### src/common/wolpm_pkg.sv
package wolpm_pkg;

  // Control bit positions and wake frame count.
  localparam int unsigned PORT_CHIP_POWERDOWN_IN_N_BIT  = 11;
  localparam int unsigned WFC_MAGIC_BIT   = 7;
  localparam int unsigned NUM_WAKE_FRAMES = 4;

  // Remote-wake pattern layout.
  localparam logic [7:0] SYNC_BYTE   = 8'hFF;
  localparam logic [2:0] SYNC_LEN    = 3'h6;
  localparam logic [2:0] ADDR_LEN    = 3'h6;
  localparam logic [2:0] ADDR_LAST   = 3'h5;
  localparam logic [4:0] ADDR_COPIES = 5'h10;
  localparam logic [2:0] DA_LEN      = 3'h6;

  // Reflected CRC-32 as used on the wire.
  localparam logic [31:0] CRC_INIT    = 32'hFFFFFFFF;
  localparam logic [31:0] CRC_POLY    = 32'hEDB88320;
  localparam logic [31:0] CRC_RESIDUE = 32'hDEBB20E3;

  // Wake cause bit positions.
  localparam int unsigned CAUSE_LINK  = 0;
  localparam int unsigned CAUSE_FRAME = 1;
  localparam int unsigned CAUSE_MAGIC = 2;
  localparam int unsigned CAUSE_W     = 3;

  // Remote-wake scanner states, Gray coded along the usual path.
  typedef enum logic [1:0] {
    WOLPM_SCAN_SYNC  = 2'h0,
    WOLPM_SCAN_ADDR  = 2'h1,
    WOLPM_SCAN_FOUND = 2'h3
  } wolpm_scan_t;

endpackage

### src/wolpm_crc.sv
`timescale 1ns/1ns
`default_nettype none
module wolpm_crc (
  // Clock and reset.
  input  wire logic       i_clock,
  input  wire logic       i_reset,
  // Byte stream.
  input  wire logic       i_clear,
  input  wire logic       i_valid,
  input  wire logic [7:0] i_data,
  // Check result.
  output logic            o_residue_ok
);
  import wolpm_pkg::*;

  logic [31:0] crc_r;
  logic [31:0] crc_nxt;

  // Folds one byte into the running CRC, least significant bit first.
  function automatic logic [31:0] crc_byte(input logic [31:0] c, input logic [7:0] d);
    logic [31:0] r;
    r = c ^ {24'h000000, d};
    for (int k = 0; k < 8; k++) begin
      r = r[0] ? ((r >> 1) ^ CRC_POLY) : (r >> 1);
    end
    return r;
  endfunction

  // Restart at frame start, otherwise accumulate valid bytes.
  assign crc_nxt = i_clear ? CRC_INIT : (i_valid ? crc_byte(crc_r, i_data) : crc_r);

  // Running CRC register.
  always_ff @(posedge i_clock or posedge i_reset) begin
    if (i_reset) begin
      crc_r <= CRC_INIT;
    end else begin
      crc_r <= crc_nxt;
    end
  end

  // A good frame including its FCS leaves the fixed residue behind.
  assign o_residue_ok = (crc_r == CRC_RESIDUE);

endmodule
`default_nettype wire

### src/wolpm_top.sv
`timescale 1ns/1ns
`default_nettype none
// Behaviour
// Bit 11 of either control powers port down.
// Chip power-down pin low powers chip down.
// Pin rising edge powers up with chip reset.
// Wake on link change, wake frame, pattern.
// Wake frame recognised by stored CRC value.
// Four wake frames, enabled by bits 0-3.
// Bit 7 enables remote-wake pattern scanning.
// Pattern needs sixteen uninterrupted station address copies.
// Copies preceded by six FFh sync bytes.
// Pattern found at any byte position.
// Only valid frames: CRC good, proper DA.
// Broadcast frames accepted when copies match.
// Frame without full pattern gives no wake.
// Complete pattern asserts active-low event output.
// Event held until acknowledge; mismatch restarts scan.
module wolpm_top (
  // Clock and reset.
  input  wire logic        i_clock,
  input  wire logic        i_reset,
  // Power control.
  input  wire logic [15:0] i_port_phy_control_four,
  input  wire logic [15:0] i_port_basic_control,
  input  wire logic        i_chip_powerdown_in_n,
  output logic             o_port_powerdown,
  output logic             o_chip_powerdown,
  output logic             o_chip_reset,
  // Wake configuration.
  input  wire logic [7:0]  i_wake_frame_control,
  input  wire logic [31:0] i_wake_crc [wolpm_pkg::NUM_WAKE_FRAMES],
  input  wire logic [47:0] i_station_addr,
  // Received frames and link status.
  input  wire logic        i_rx_start,
  input  wire logic        i_rx_valid,
  input  wire logic [7:0]  i_rx_data,
  input  wire logic        i_rx_end,
  input  wire logic        i_link_up,
  // Host power management.
  input  wire logic        i_wake_ack,
  output logic             o_power_event_out_n,
  output logic [2:0]       o_wake_cause
);
  import wolpm_pkg::*;

  ////////////////////////////////////////////////////////////////////////////////
  // Power control.

  logic port_pd_r;
  logic chip_pd_r;
  logic chip_rst_r;
  logic pin_prev_r;
  logic port_pd_nxt;
  logic pin_rise;

  // Either control register may hold the port down.
  assign port_pd_nxt = i_port_phy_control_four[PORT_CHIP_POWERDOWN_IN_N_BIT]
                     | i_port_basic_control[PORT_CHIP_POWERDOWN_IN_N_BIT];
  assign pin_rise    = i_chip_powerdown_in_n & ~pin_prev_r;

  // Power state registers; chip reset is a one-cycle pulse on release.
  always_ff @(posedge i_clock or posedge i_reset) begin
    if (i_reset) begin
      port_pd_r  <= 1'b0;
      chip_pd_r  <= 1'b0;
      chip_rst_r <= 1'b0;
      pin_prev_r <= 1'b1;
    end else begin
      port_pd_r  <= port_pd_nxt;
      chip_pd_r  <= ~i_chip_powerdown_in_n;
      chip_rst_r <= pin_rise;
      pin_prev_r <= i_chip_powerdown_in_n;
    end
  end

  assign o_port_powerdown = port_pd_r;
  assign o_chip_powerdown = chip_pd_r;
  assign o_chip_reset     = chip_rst_r;

  ////////////////////////////////////////////////////////////////////////////////
  // Receive qualification, destination check and FCS capture.

  logic        rx_byte;
  logic        rx_clear;
  logic        magic_en;
  logic        crc_ok;
  logic [2:0]  da_idx_r;
  logic        da_own_r;
  logic        da_bcast_r;
  logic        da_mcast_r;
  logic [31:0] fcs_r;
  logic        in_da;
  logic        frame_ok;

  // Station address byte in wire order, byte 0 first.
  function automatic logic [7:0] addr_byte(input logic [47:0] a, input logic [2:0] i);
    logic [7:0] b;
    case (i)
      3'h0:    b = a[47:40];
      3'h1:    b = a[39:32];
      3'h2:    b = a[31:24];
      3'h3:    b = a[23:16];
      3'h4:    b = a[15:8];
      default: b = a[7:0];
    endcase
    return b;
  endfunction

  // Frames are ignored while the port or chip is powered down.
  assign rx_byte  = i_rx_valid & ~port_pd_r & ~chip_pd_r;
  assign rx_clear = i_rx_start;
  assign magic_en = i_wake_frame_control[WFC_MAGIC_BIT];
  assign in_da    = (da_idx_r < DA_LEN);

  // Valid frame: good CRC and own, multicast or broadcast destination.
  assign frame_ok = crc_ok & ~in_da & (da_own_r | da_bcast_r | da_mcast_r);

  wolpm_crc u_crc (
    .i_clock      (i_clock),
    .i_reset      (i_reset),
    .i_clear      (rx_clear),
    .i_valid      (rx_byte),
    .i_data       (i_rx_data),
    .o_residue_ok (crc_ok)
  );

  // Destination tracking and last-four-byte capture of the FCS.
  always_ff @(posedge i_clock or posedge i_reset) begin
    if (i_reset) begin
      da_idx_r   <= 3'h0;
      da_own_r   <= 1'b0;
      da_bcast_r <= 1'b0;
      da_mcast_r <= 1'b0;
      fcs_r      <= 32'h00000000;
    end else if (rx_clear) begin
      da_idx_r   <= 3'h0;
      da_own_r   <= 1'b1;
      da_bcast_r <= 1'b1;
      da_mcast_r <= 1'b0;
      fcs_r      <= 32'h00000000;
    end else if (rx_byte) begin
      fcs_r <= {i_rx_data, fcs_r[31:8]};
      if (in_da) begin
        da_idx_r   <= da_idx_r + 3'h1;
        da_own_r   <= da_own_r & (i_rx_data == addr_byte(i_station_addr, da_idx_r));
        da_bcast_r <= da_bcast_r & (i_rx_data == SYNC_BYTE);
        if (da_idx_r == 3'h0) begin
          da_mcast_r <= i_rx_data[0];
        end
      end
    end
  end

  ////////////////////////////////////////////////////////////////////////////////
  // Remote-wake pattern scanner.

  wolpm_scan_t scan_r;
  wolpm_scan_t scan_nxt;
  logic [2:0]  sync_cnt_r;
  logic [2:0]  sync_cnt_nxt;
  logic [2:0]  pos_r;
  logic [2:0]  pos_nxt;
  logic [4:0]  copy_cnt_r;
  logic [4:0]  copy_cnt_nxt;
  logic        is_sync;
  logic        is_addr;
  logic        scan_byte;

  assign is_sync   = (i_rx_data == SYNC_BYTE);
  assign is_addr   = (i_rx_data == addr_byte(i_station_addr, pos_r));
  assign scan_byte = rx_byte & magic_en;

  // Scanner next state; any mismatch falls back to hunting for sync.
  always_comb begin
    scan_nxt     = scan_r;
    sync_cnt_nxt = sync_cnt_r;
    pos_nxt      = pos_r;
    copy_cnt_nxt = copy_cnt_r;
    if (rx_clear) begin
      scan_nxt     = WOLPM_SCAN_SYNC;
      sync_cnt_nxt = 3'h0;
      pos_nxt      = 3'h0;
      copy_cnt_nxt = 5'h00;
    end else if (scan_byte) begin
      case (scan_r)
        WOLPM_SCAN_SYNC: begin
          if (sync_cnt_r == SYNC_LEN && is_addr) begin
            scan_nxt     = WOLPM_SCAN_ADDR;
            pos_nxt      = 3'h1;
            copy_cnt_nxt = 5'h00;
          end else if (is_sync) begin
            sync_cnt_nxt = (sync_cnt_r == SYNC_LEN) ? SYNC_LEN : sync_cnt_r + 3'h1;
          end else begin
            sync_cnt_nxt = 3'h0;
          end
        end
        WOLPM_SCAN_ADDR: begin
          if (is_addr) begin
            if (pos_r == ADDR_LAST) begin
              pos_nxt      = 3'h0;
              copy_cnt_nxt = copy_cnt_r + 5'h01;
              if (copy_cnt_r + 5'h01 == ADDR_COPIES) begin
                scan_nxt = WOLPM_SCAN_FOUND;
              end
            end else begin
              pos_nxt = pos_r + 3'h1;
            end
          end else begin
            scan_nxt     = WOLPM_SCAN_SYNC;
            pos_nxt      = 3'h0;
            copy_cnt_nxt = 5'h00;
            sync_cnt_nxt = is_sync ? 3'h1 : 3'h0;
          end
        end
        WOLPM_SCAN_FOUND: begin
          scan_nxt = WOLPM_SCAN_FOUND;
        end
        default: begin
          scan_nxt     = WOLPM_SCAN_SYNC;
          sync_cnt_nxt = 3'h0;
          pos_nxt      = 3'h0;
          copy_cnt_nxt = 5'h00;
        end
      endcase
    end
  end

  // Scanner registers.
  always_ff @(posedge i_clock or posedge i_reset) begin
    if (i_reset) begin
      scan_r     <= WOLPM_SCAN_SYNC;
      sync_cnt_r <= 3'h0;
      pos_r      <= 3'h0;
      copy_cnt_r <= 5'h00;
    end else begin
      scan_r     <= scan_nxt;
      sync_cnt_r <= sync_cnt_nxt;
      pos_r      <= pos_nxt;
      copy_cnt_r <= copy_cnt_nxt;
    end
  end

  ////////////////////////////////////////////////////////////////////////////////
  // Wake events and the power management event output.

  logic [NUM_WAKE_FRAMES-1:0] frame_hit;
  logic [CAUSE_W-1:0]         ev;
  logic [CAUSE_W-1:0]         cause_r;
  logic [CAUSE_W-1:0]         cause_nxt;
  logic                       link_prev_r;
  logic                       pme_n_r;
  logic                       magic_hit;
  logic                       eof;

  assign eof = i_rx_end & ~port_pd_r & ~chip_pd_r;

  // Each enabled definition matches when the good FCS equals its stored CRC.
  generate
    for (genvar g = 0; g < NUM_WAKE_FRAMES; g++) begin : g_wf
      assign frame_hit[g] = i_wake_frame_control[g] & frame_ok
                          & (fcs_r == i_wake_crc[g]);
    end
  endgenerate

  // Only a complete pattern in a valid frame wakes.
  assign magic_hit = magic_en & frame_ok & (scan_r == WOLPM_SCAN_FOUND);

  assign ev[CAUSE_LINK]  = (link_prev_r != i_link_up);
  assign ev[CAUSE_FRAME] = eof & (|frame_hit);
  assign ev[CAUSE_MAGIC] = eof & magic_hit;

  // Causes are sticky until acknowledged; a new event beats the clear.
  assign cause_nxt = (cause_r & ~{CAUSE_W{i_wake_ack}}) | ev;

  // Event register; the output stays low while any cause is held.
  always_ff @(posedge i_clock or posedge i_reset) begin
    if (i_reset) begin
      cause_r     <= '0;
      link_prev_r <= 1'b0;
      pme_n_r     <= 1'b1;
    end else begin
      cause_r     <= cause_nxt;
      link_prev_r <= i_link_up;
      pme_n_r     <= ~(|cause_nxt);
    end
  end

  assign o_power_event_out_n = pme_n_r;
  assign o_wake_cause        = cause_r;
endmodule
`default_nettype wire

### config.mk
export PLATFORM = sky130hd
export DESIGN_NAME = wolpm_top
export DESIGN_NICKNAME = d
export VERILOG_FILES = /design/src/common/wolpm_pkg.sv /design/src/wolpm_crc.sv /design/src/wolpm_top.sv
export SDC_FILE = /design/constraint.sdc
export NUM_CORES = 1
export LEC_CHECK = 0
export ABC_AREA = 1
export BUFFER_PORTS_ARGS = -buffer_cell sky130_fd_sc_hd__buf_2
export CAP_MARGIN = 20
export CORE_MARGIN = 2
export CORE_UTILIZATION = 30
export DETAILED_ROUTE_END_ITERATION = 10
export GPL_TIMING_DRIVEN = 0
export PLACE_DENSITY = 0.57
export SLEW_MARGIN = 40
export SYNTH_ARGS = -nofsm -noshare
export SYNTH_HDL_FRONTEND = slang
export SYNTH_SLANG_ARGS = --single-unit
### constraint.sdc
create_clock -name i_clock -period 3.3 [get_ports i_clock]
set_input_delay 0.66 -clock i_clock [delete_from_list [all_inputs] [get_ports i_clock]]
set_output_delay 0.66 -clock i_clock [all_outputs]
set_load 0.01 [all_outputs]
# Word-level counts from Yosys, hierarchy flattened
# Index checks and enable logic that the tools add are counted.
totals:
  in_bits: 232
  out_inout_bits: 7
  elab_cells: 166
  ff_bits: 92
op_classes:
  n_reduce_logical: 16
  addsub: 4
  order_cmp: 1
  n_bitwise: 43
  mux: 57
  n_eq_ne: 28
op_table:
  columns: ["cell", "n"]
  rows:
  - ["two-way mux 32 bit", 12]
  - ["equality test 32 bit", 4]
  - ["NOT 13 -> 14 bit", 8]
  - ["case mux 8 bit (5 select lines)", 2]
  - ["two-way mux 3 bit", 14]
  - ["equality test 32 bit, second input constant", 1]
  - ["bitwise XOR 32 x 8 -> 32 bit", 1]
  - ["two-way mux 5 bit", 5]
  - ["two-way mux 8 bit", 3]
  - ["bitwise AND 1 bit", 22]
  - ["case mux 3 bit (3 select lines)", 2]
  - ["equality test 8 bit", 2]
  - ["case mux 5 bit (3 select lines)", 1]
  - ["equality test 3 x 2 -> 1 bit, second input constant", 4]
  - ["equality test 3 bit, second input constant", 4]
  - ["two-way mux 2 bit", 6]
  - ["AND reduction 4 bit", 3]
  - ["two-way mux 1 bit", 11]
  - ["adder 3 x 1 -> 3 bit, second input constant", 3]
  - ["!= test 3 bit, second input constant", 3]
  - ["equality test 8 bit, second input constant", 1]
  - ["!= test 4 bit, second input constant", 2]
  - ["nonzero test 2 bit", 4]
  - ["equality test 3 x 1 -> 1 bit, second input constant", 2]
  - ["20 further kinds", 29]

# Logic depth before layout (Yosys ltp)
depth:
  depth_word: 19
  mapped_depth: 22

# Cells and area by module
# From an unflattened synthesis, not the netlist that was laid out.
hier_totals:
  hier_cells: 1160
  area_unflattened_um2: 7925.1
modules_own_cells:
  columns: ["module", "n_inst", "area_each_um2", "cells_each"]
  rows:
  - ["wolpm_top", 1, 5358.9, 801]
  - ["wolpm_crc", 1, 2566.2, 359]

# Least setup slack after synthesis
# OpenSTA, ideal clock, no wires.
synth_timing:
  path_type: "reg-to-reg"
  from: "reg pos_r[2]"
  to: "reg scan_r[0]"
  setup_time_ns: 0.123
  arrival_time_ns: 2.318
  stages_incl_launch_ff: 21
  path_slack_ns: 0.859
  path_buffers: 3
  required_time_ns: 3.177
  path_cell_list: "dfrtp_1 > inv_2 > buf_2 > ha_1 > buf_2 > inv_1 > o21ai_1 > nor2_4 > buf_6 > nor2_1 > nand2_2 > nand2_1 > nand2_1 > nand2_1 > nand2_1 > nor2_2 > nand3_1 > nand2_2 > nand2_1 > o21ai_0 > nand2_1"
synth_via:
  elab_chain_cells: 7
synth_rtl:
  columns: ["item", "line_no", "rtl"]
  rows:
  - ["start: declaration", "wolpm_top.sv:162", "logic [2:0] pos_r;"]
  - ["start signal: assignment", "wolpm_top.sv:239", "pos_r <= pos_nxt;"]
  - ["equality test 3 bit, or another cell as far along", "wolpm_top.sv:99", "case (i)"]
  - ["case mux 8 bit (5 select lines)", "wolpm_top.sv:99", null]
  - ["equality test 8 bit", "wolpm_top.sv:171", "assign is_addr = (i_rx_data == addr_byte(i_station_addr, pos_r));"]
  - ["two-way mux 2 bit", "wolpm_top.sv:199", "if (is_addr) begin"]
  - ["case mux 2 bit (3 select lines)", "wolpm_top.sv:186", "case (scan_r)"]
  - ["two-way mux 2 bit", "wolpm_top.sv:185", "end else if (scan_byte) begin"]
  - ["two-way mux 2 bit", "wolpm_top.sv:180", "if (rx_clear) begin"]
  - ["end signal: assignment", "wolpm_top.sv:237", "scan_r <= scan_nxt;"]
  - ["end: declaration", "wolpm_top.sv:158", "wolpm_scan_t scan_r;"]
# Parallel ways exist; a longest one is shown, timed or not. The select of a mux whose other input is x is not followed.
# A chain may end at the register's enable or synchronous reset.

# Final worst setup path
layout_timing:
  from: "reg pos_r[2]"
  to: "reg scan_r[1]"
# The elaborated chain is that of the path after synthesis.

==> results.toml <==
[sta]
rsz0062_at_grt = "no"
relSlewSlack_pct = 44.7
setup_violations = 0
final_hold_viol_count = 0
clock-skew-final_ps = 13.2
fin_hold_ws_ps = 246
fin_ws_ps = 325
worst_pin_slew_ps = 827
max_freq_ghz = 0.336
final_max_slew_viol_count = 0
finalWorstPathRequiredPeriod_ps = 2970
period_share_pct = 90.1

[place]
port_buffers = 205
finalWeightedCongestion = 0.923
hpwl_um = 22200
post-place-cells = 1568
placement.cell_area_um2 = 8910
dp_worst_setup_slack_ps = 334

[cts]
clk_path_buf_depth = 2
cts_root_buf = "sky130_fd_sc_hd__clkbuf_16"
clkSlewWorstSetupHoldPaths_ps = 70
htree_num_levels = 3
latest_clock_arrival_within_the_worst_skew_pair_ps = 360
cts_tree = "done"
post-cts-setup-buffers = 0
numCtsBuffers = 9
clock-sinks = 92

[outcome]
run_status = "completed"

[setup_path]
critical-path-top-delay-family = "simple AND/OR/NAND/NOR gates"
slowest_cp_cell = "sky130_fd_sc_hd__dfrtp_1"
type_of_the_setup_path_with_the_least_slack = "flip-flop to flip-flop"
required_arrival_time_at_the_worst_endpoint_ps = 3550
setup.worst_path.start_class = "flip-flop"
critical_path.max_stage_delay_ps = 390
crit_top_cell = "sky130_fd_sc_hd__nand2_1"
setup.reg_to_reg.worst_slack_ps = 330
worstPathArrival_ps = 3220
critPathBufInv = 5
crit_path_cell_trace = "inv_2 > buf_2 > ha_1 > buf_2 > inv_1 > o21ai_1 > nor2_4 > buf_6 > nor2_1 > nand2_2 > nand2_1 > nand2_1 > nand2_1 > nand2_1 > nor2_2 > nand4_1 > nand2_1 > nor2_2 > nand2_1 > nand2_1"
cp-end-kind = "flip-flop"
cp_max_fanout = 10

[finish]
post_route_cells_drive_above_1_share_pct = 24.1
synthToLayoutAreaGrowth_pct = 23.7
nNetsFinal = 1496
fin_cells = 1585
final_area_um2 = 9200
fillCellCount = 2654

[route]
vias = 8045
detailedRoute.firstPassIterationCount = 7
drt_iter0_markers = 617
drc = 0
route.antenna.remaining_nets = 0
wl_per_cell_um = 17.3
routed_via_density = 5.08
finalWirelength_um = 27400

[synthesis]
synth.yosys.seq_area_share_pct = 31.5
synthesis.area_um2 = 7440
synth.distinct_cells = 47
post_synth.cell_area_avg_um2 = 7.17
cell_count_after_synthesis = 1038
yosys_warning_count = 0
synth.ff_latch_count = 92
mappedNetlistNets = 1279

[grt]
grt_pass1_vias = 7733
maximum_number_of_pins_on_one_net_before_global_route_repair = 65
global_route_wire_length_before_repair_um = 42200
antenna_violations_before_repair = 2
globalRouteTotalUtil_pct = 20.7
grt_overflow = 0

[floorplanning]
floorplan.core_area_um2 = 24300
floorplan.die_area_um2 = 26100
io_pins = 239
die_w_um = 162
die_height_um = 162
std_cell_rows = 57
initial_core_util_pct = 30.6

[power]
max-vdd-ir-drop_mv = 0.262
leakage_uw = 0.00451
power_per_cell_area_nw_per_um2 = 349
report.power.total_uw = 3210

[run]
drv_cap = 0

[hold_path]
hold_path.class = "input pin to async pin"
## path summary, 6_finish.rpt
check                                      start  depth (start not counted)             endpoint
min                                      i_reset                          2            fcs_r[20]
min reg2reg                             da_own_r                          2             da_own_r
max reg2reg                             pos_r[2]                         20            scan_r[1]
min in group i_clock       i_chip_powerdown_in_n                          1           pin_prev_r
max in group asynchronous                i_reset                          3  o_power_event_out_n
max                                     pos_r[2]                         20            scan_r[1]
## sequential cells by signal, summed over array words and instances (netlist names)
| register | cells |
|---|---|
| sync_cnt_r | 3 |
| o_chip_reset | 1 |
| link_prev_r | 1 |
| o_port_powerdown | 1 |
| scan_r | 2 |
| pin_prev_r | 1 |
| o_power_event_out_n | 1 |
| o_wake_cause | 3 |
| pos_r | 3 |
| da_bcast_r | 1 |
| da_mcast_r | 1 |
| da_idx_r | 3 |
| da_own_r | 1 |
| u_crc.crc_r | 32 |
| fcs_r | 32 |
| copy_cnt_r | 5 |
| o_chip_powerdown | 1 |
## repair_timing
action | CTS | global route
hold buffers | 0 | 0
gates resized for setup | 0 | 1
endpoints found under the hold margin | 0 | 0
setup endpoints to repair | 0 | 2
## power by group
group	total (uW)	switching [uW]	internal, uW
combinational	983	593	390
sequential	1220	37.5	1180
clock	1020	475	541
## cells in the final DEF (no fill, tap or decap), drive strengths merged, types with 22 or more instances in the layout
cell | synthesis | final
nor2 | 103 | 103
dfstp | 34 | 34
nand2 | 229 | 229
dfrtp | 58 | 58
o21ai | 45 | 45
nand4 | 22 | 22
xor2 | 79 | 79
buf | 13 | 219
xnor2 | 39 | 39
clkbuf | 13 | 24
inv | 132 | 133
o22ai | 81 | 81
nand3 | 65 | 65
## synth_stat cells, drive strengths merged
master     n  share of area [%]
inv      132                6.7
nor2     103                5.5
buf       13                1.2
a22o      11                1.3
and2       1              0.084
a21oi     16                1.1
a32oi      1               0.12
a211oi    10                1.0
clkinv    13               0.69
o2111ai    8               0.94
clkbuf    13               0.66
nor3      12               0.81
nand4     22                1.8
a32o       1               0.13
nand3b     1               0.10
dfrtp     58                 20
o21ai     45                3.0
o211ai    10                1.0
o221ai     2               0.24
dfstp     34                 12
nand2    229                 12
or4        1               0.10
xor2      79                9.4
o22ai     81                6.8
or2       10               0.84
o22a       1               0.12
xnor2     39                5.1
nand3     65                4.6
a221oi     4               0.47
nor4      14                1.2
ha         9                1.5
## stage by stage
stage                     TNS, ps  utilization (%)
after detailed placement        0             36.6
after CTS                       0             37.8
final                           0             37.8
after global routing            0             37.8
after global placement     -55220             36.5
after floorplan                 0                -
## final cells by class
class                           count  area (um^2)  share of cell area (%)
Multi-Input combinational cell    775         4420                    48.0
Sequential cell                    92         2340                    25.5
Timing Repair Buffer              206         1050                    11.4
Inverter                          145          554                    6.02
Tap cell                          324          405                    4.40
Clock buffer                       11          243                    2.64
Buffer                             26          136                    1.48
Clock inverter                      5         45.0                   0.489
Antenna cell                        1         2.50                  0.0272
## worst reg2reg max path, delay by kind of cell, from the launching register on
| kind | cells | cell delay [ps] |
|---|---|---|
| AO/OA/AOI/OAI | 1 | 130 |
| adder cells (fa/ha/maj) | 1 | 170 |
| buffers and inverters | 5 | 840 |
| flip-flops | 1 | 390 |
| AND/OR/NAND/NOR | 13 | 1330 |
## metal layers
metal,up-vias,part of all wire (%),GRT usage [%]
li1,3906,-,-
met1,3751,42,26.2
met2,326,48,35.8
met3,60,6.2,2.67
met4,2,3.7,8.12
met5,-,0.047,0
## cells by family (layout without fill, tap and decap cells)
group                      after synthesis  count (layout)  synth area share, %
and+or+nand+nor                        458             458                 27.0
DFF                                     92              92                 31.5
AOI/OAI and AO/OA                      190             190                 16.3
buffers and inverters                  171             393                 9.18
xor gates and xnor gates               118             118                 14.5
other                                    0               1                    0
adders and majority gates                9               9                 1.51
Power figures use the tool's default switching activity.
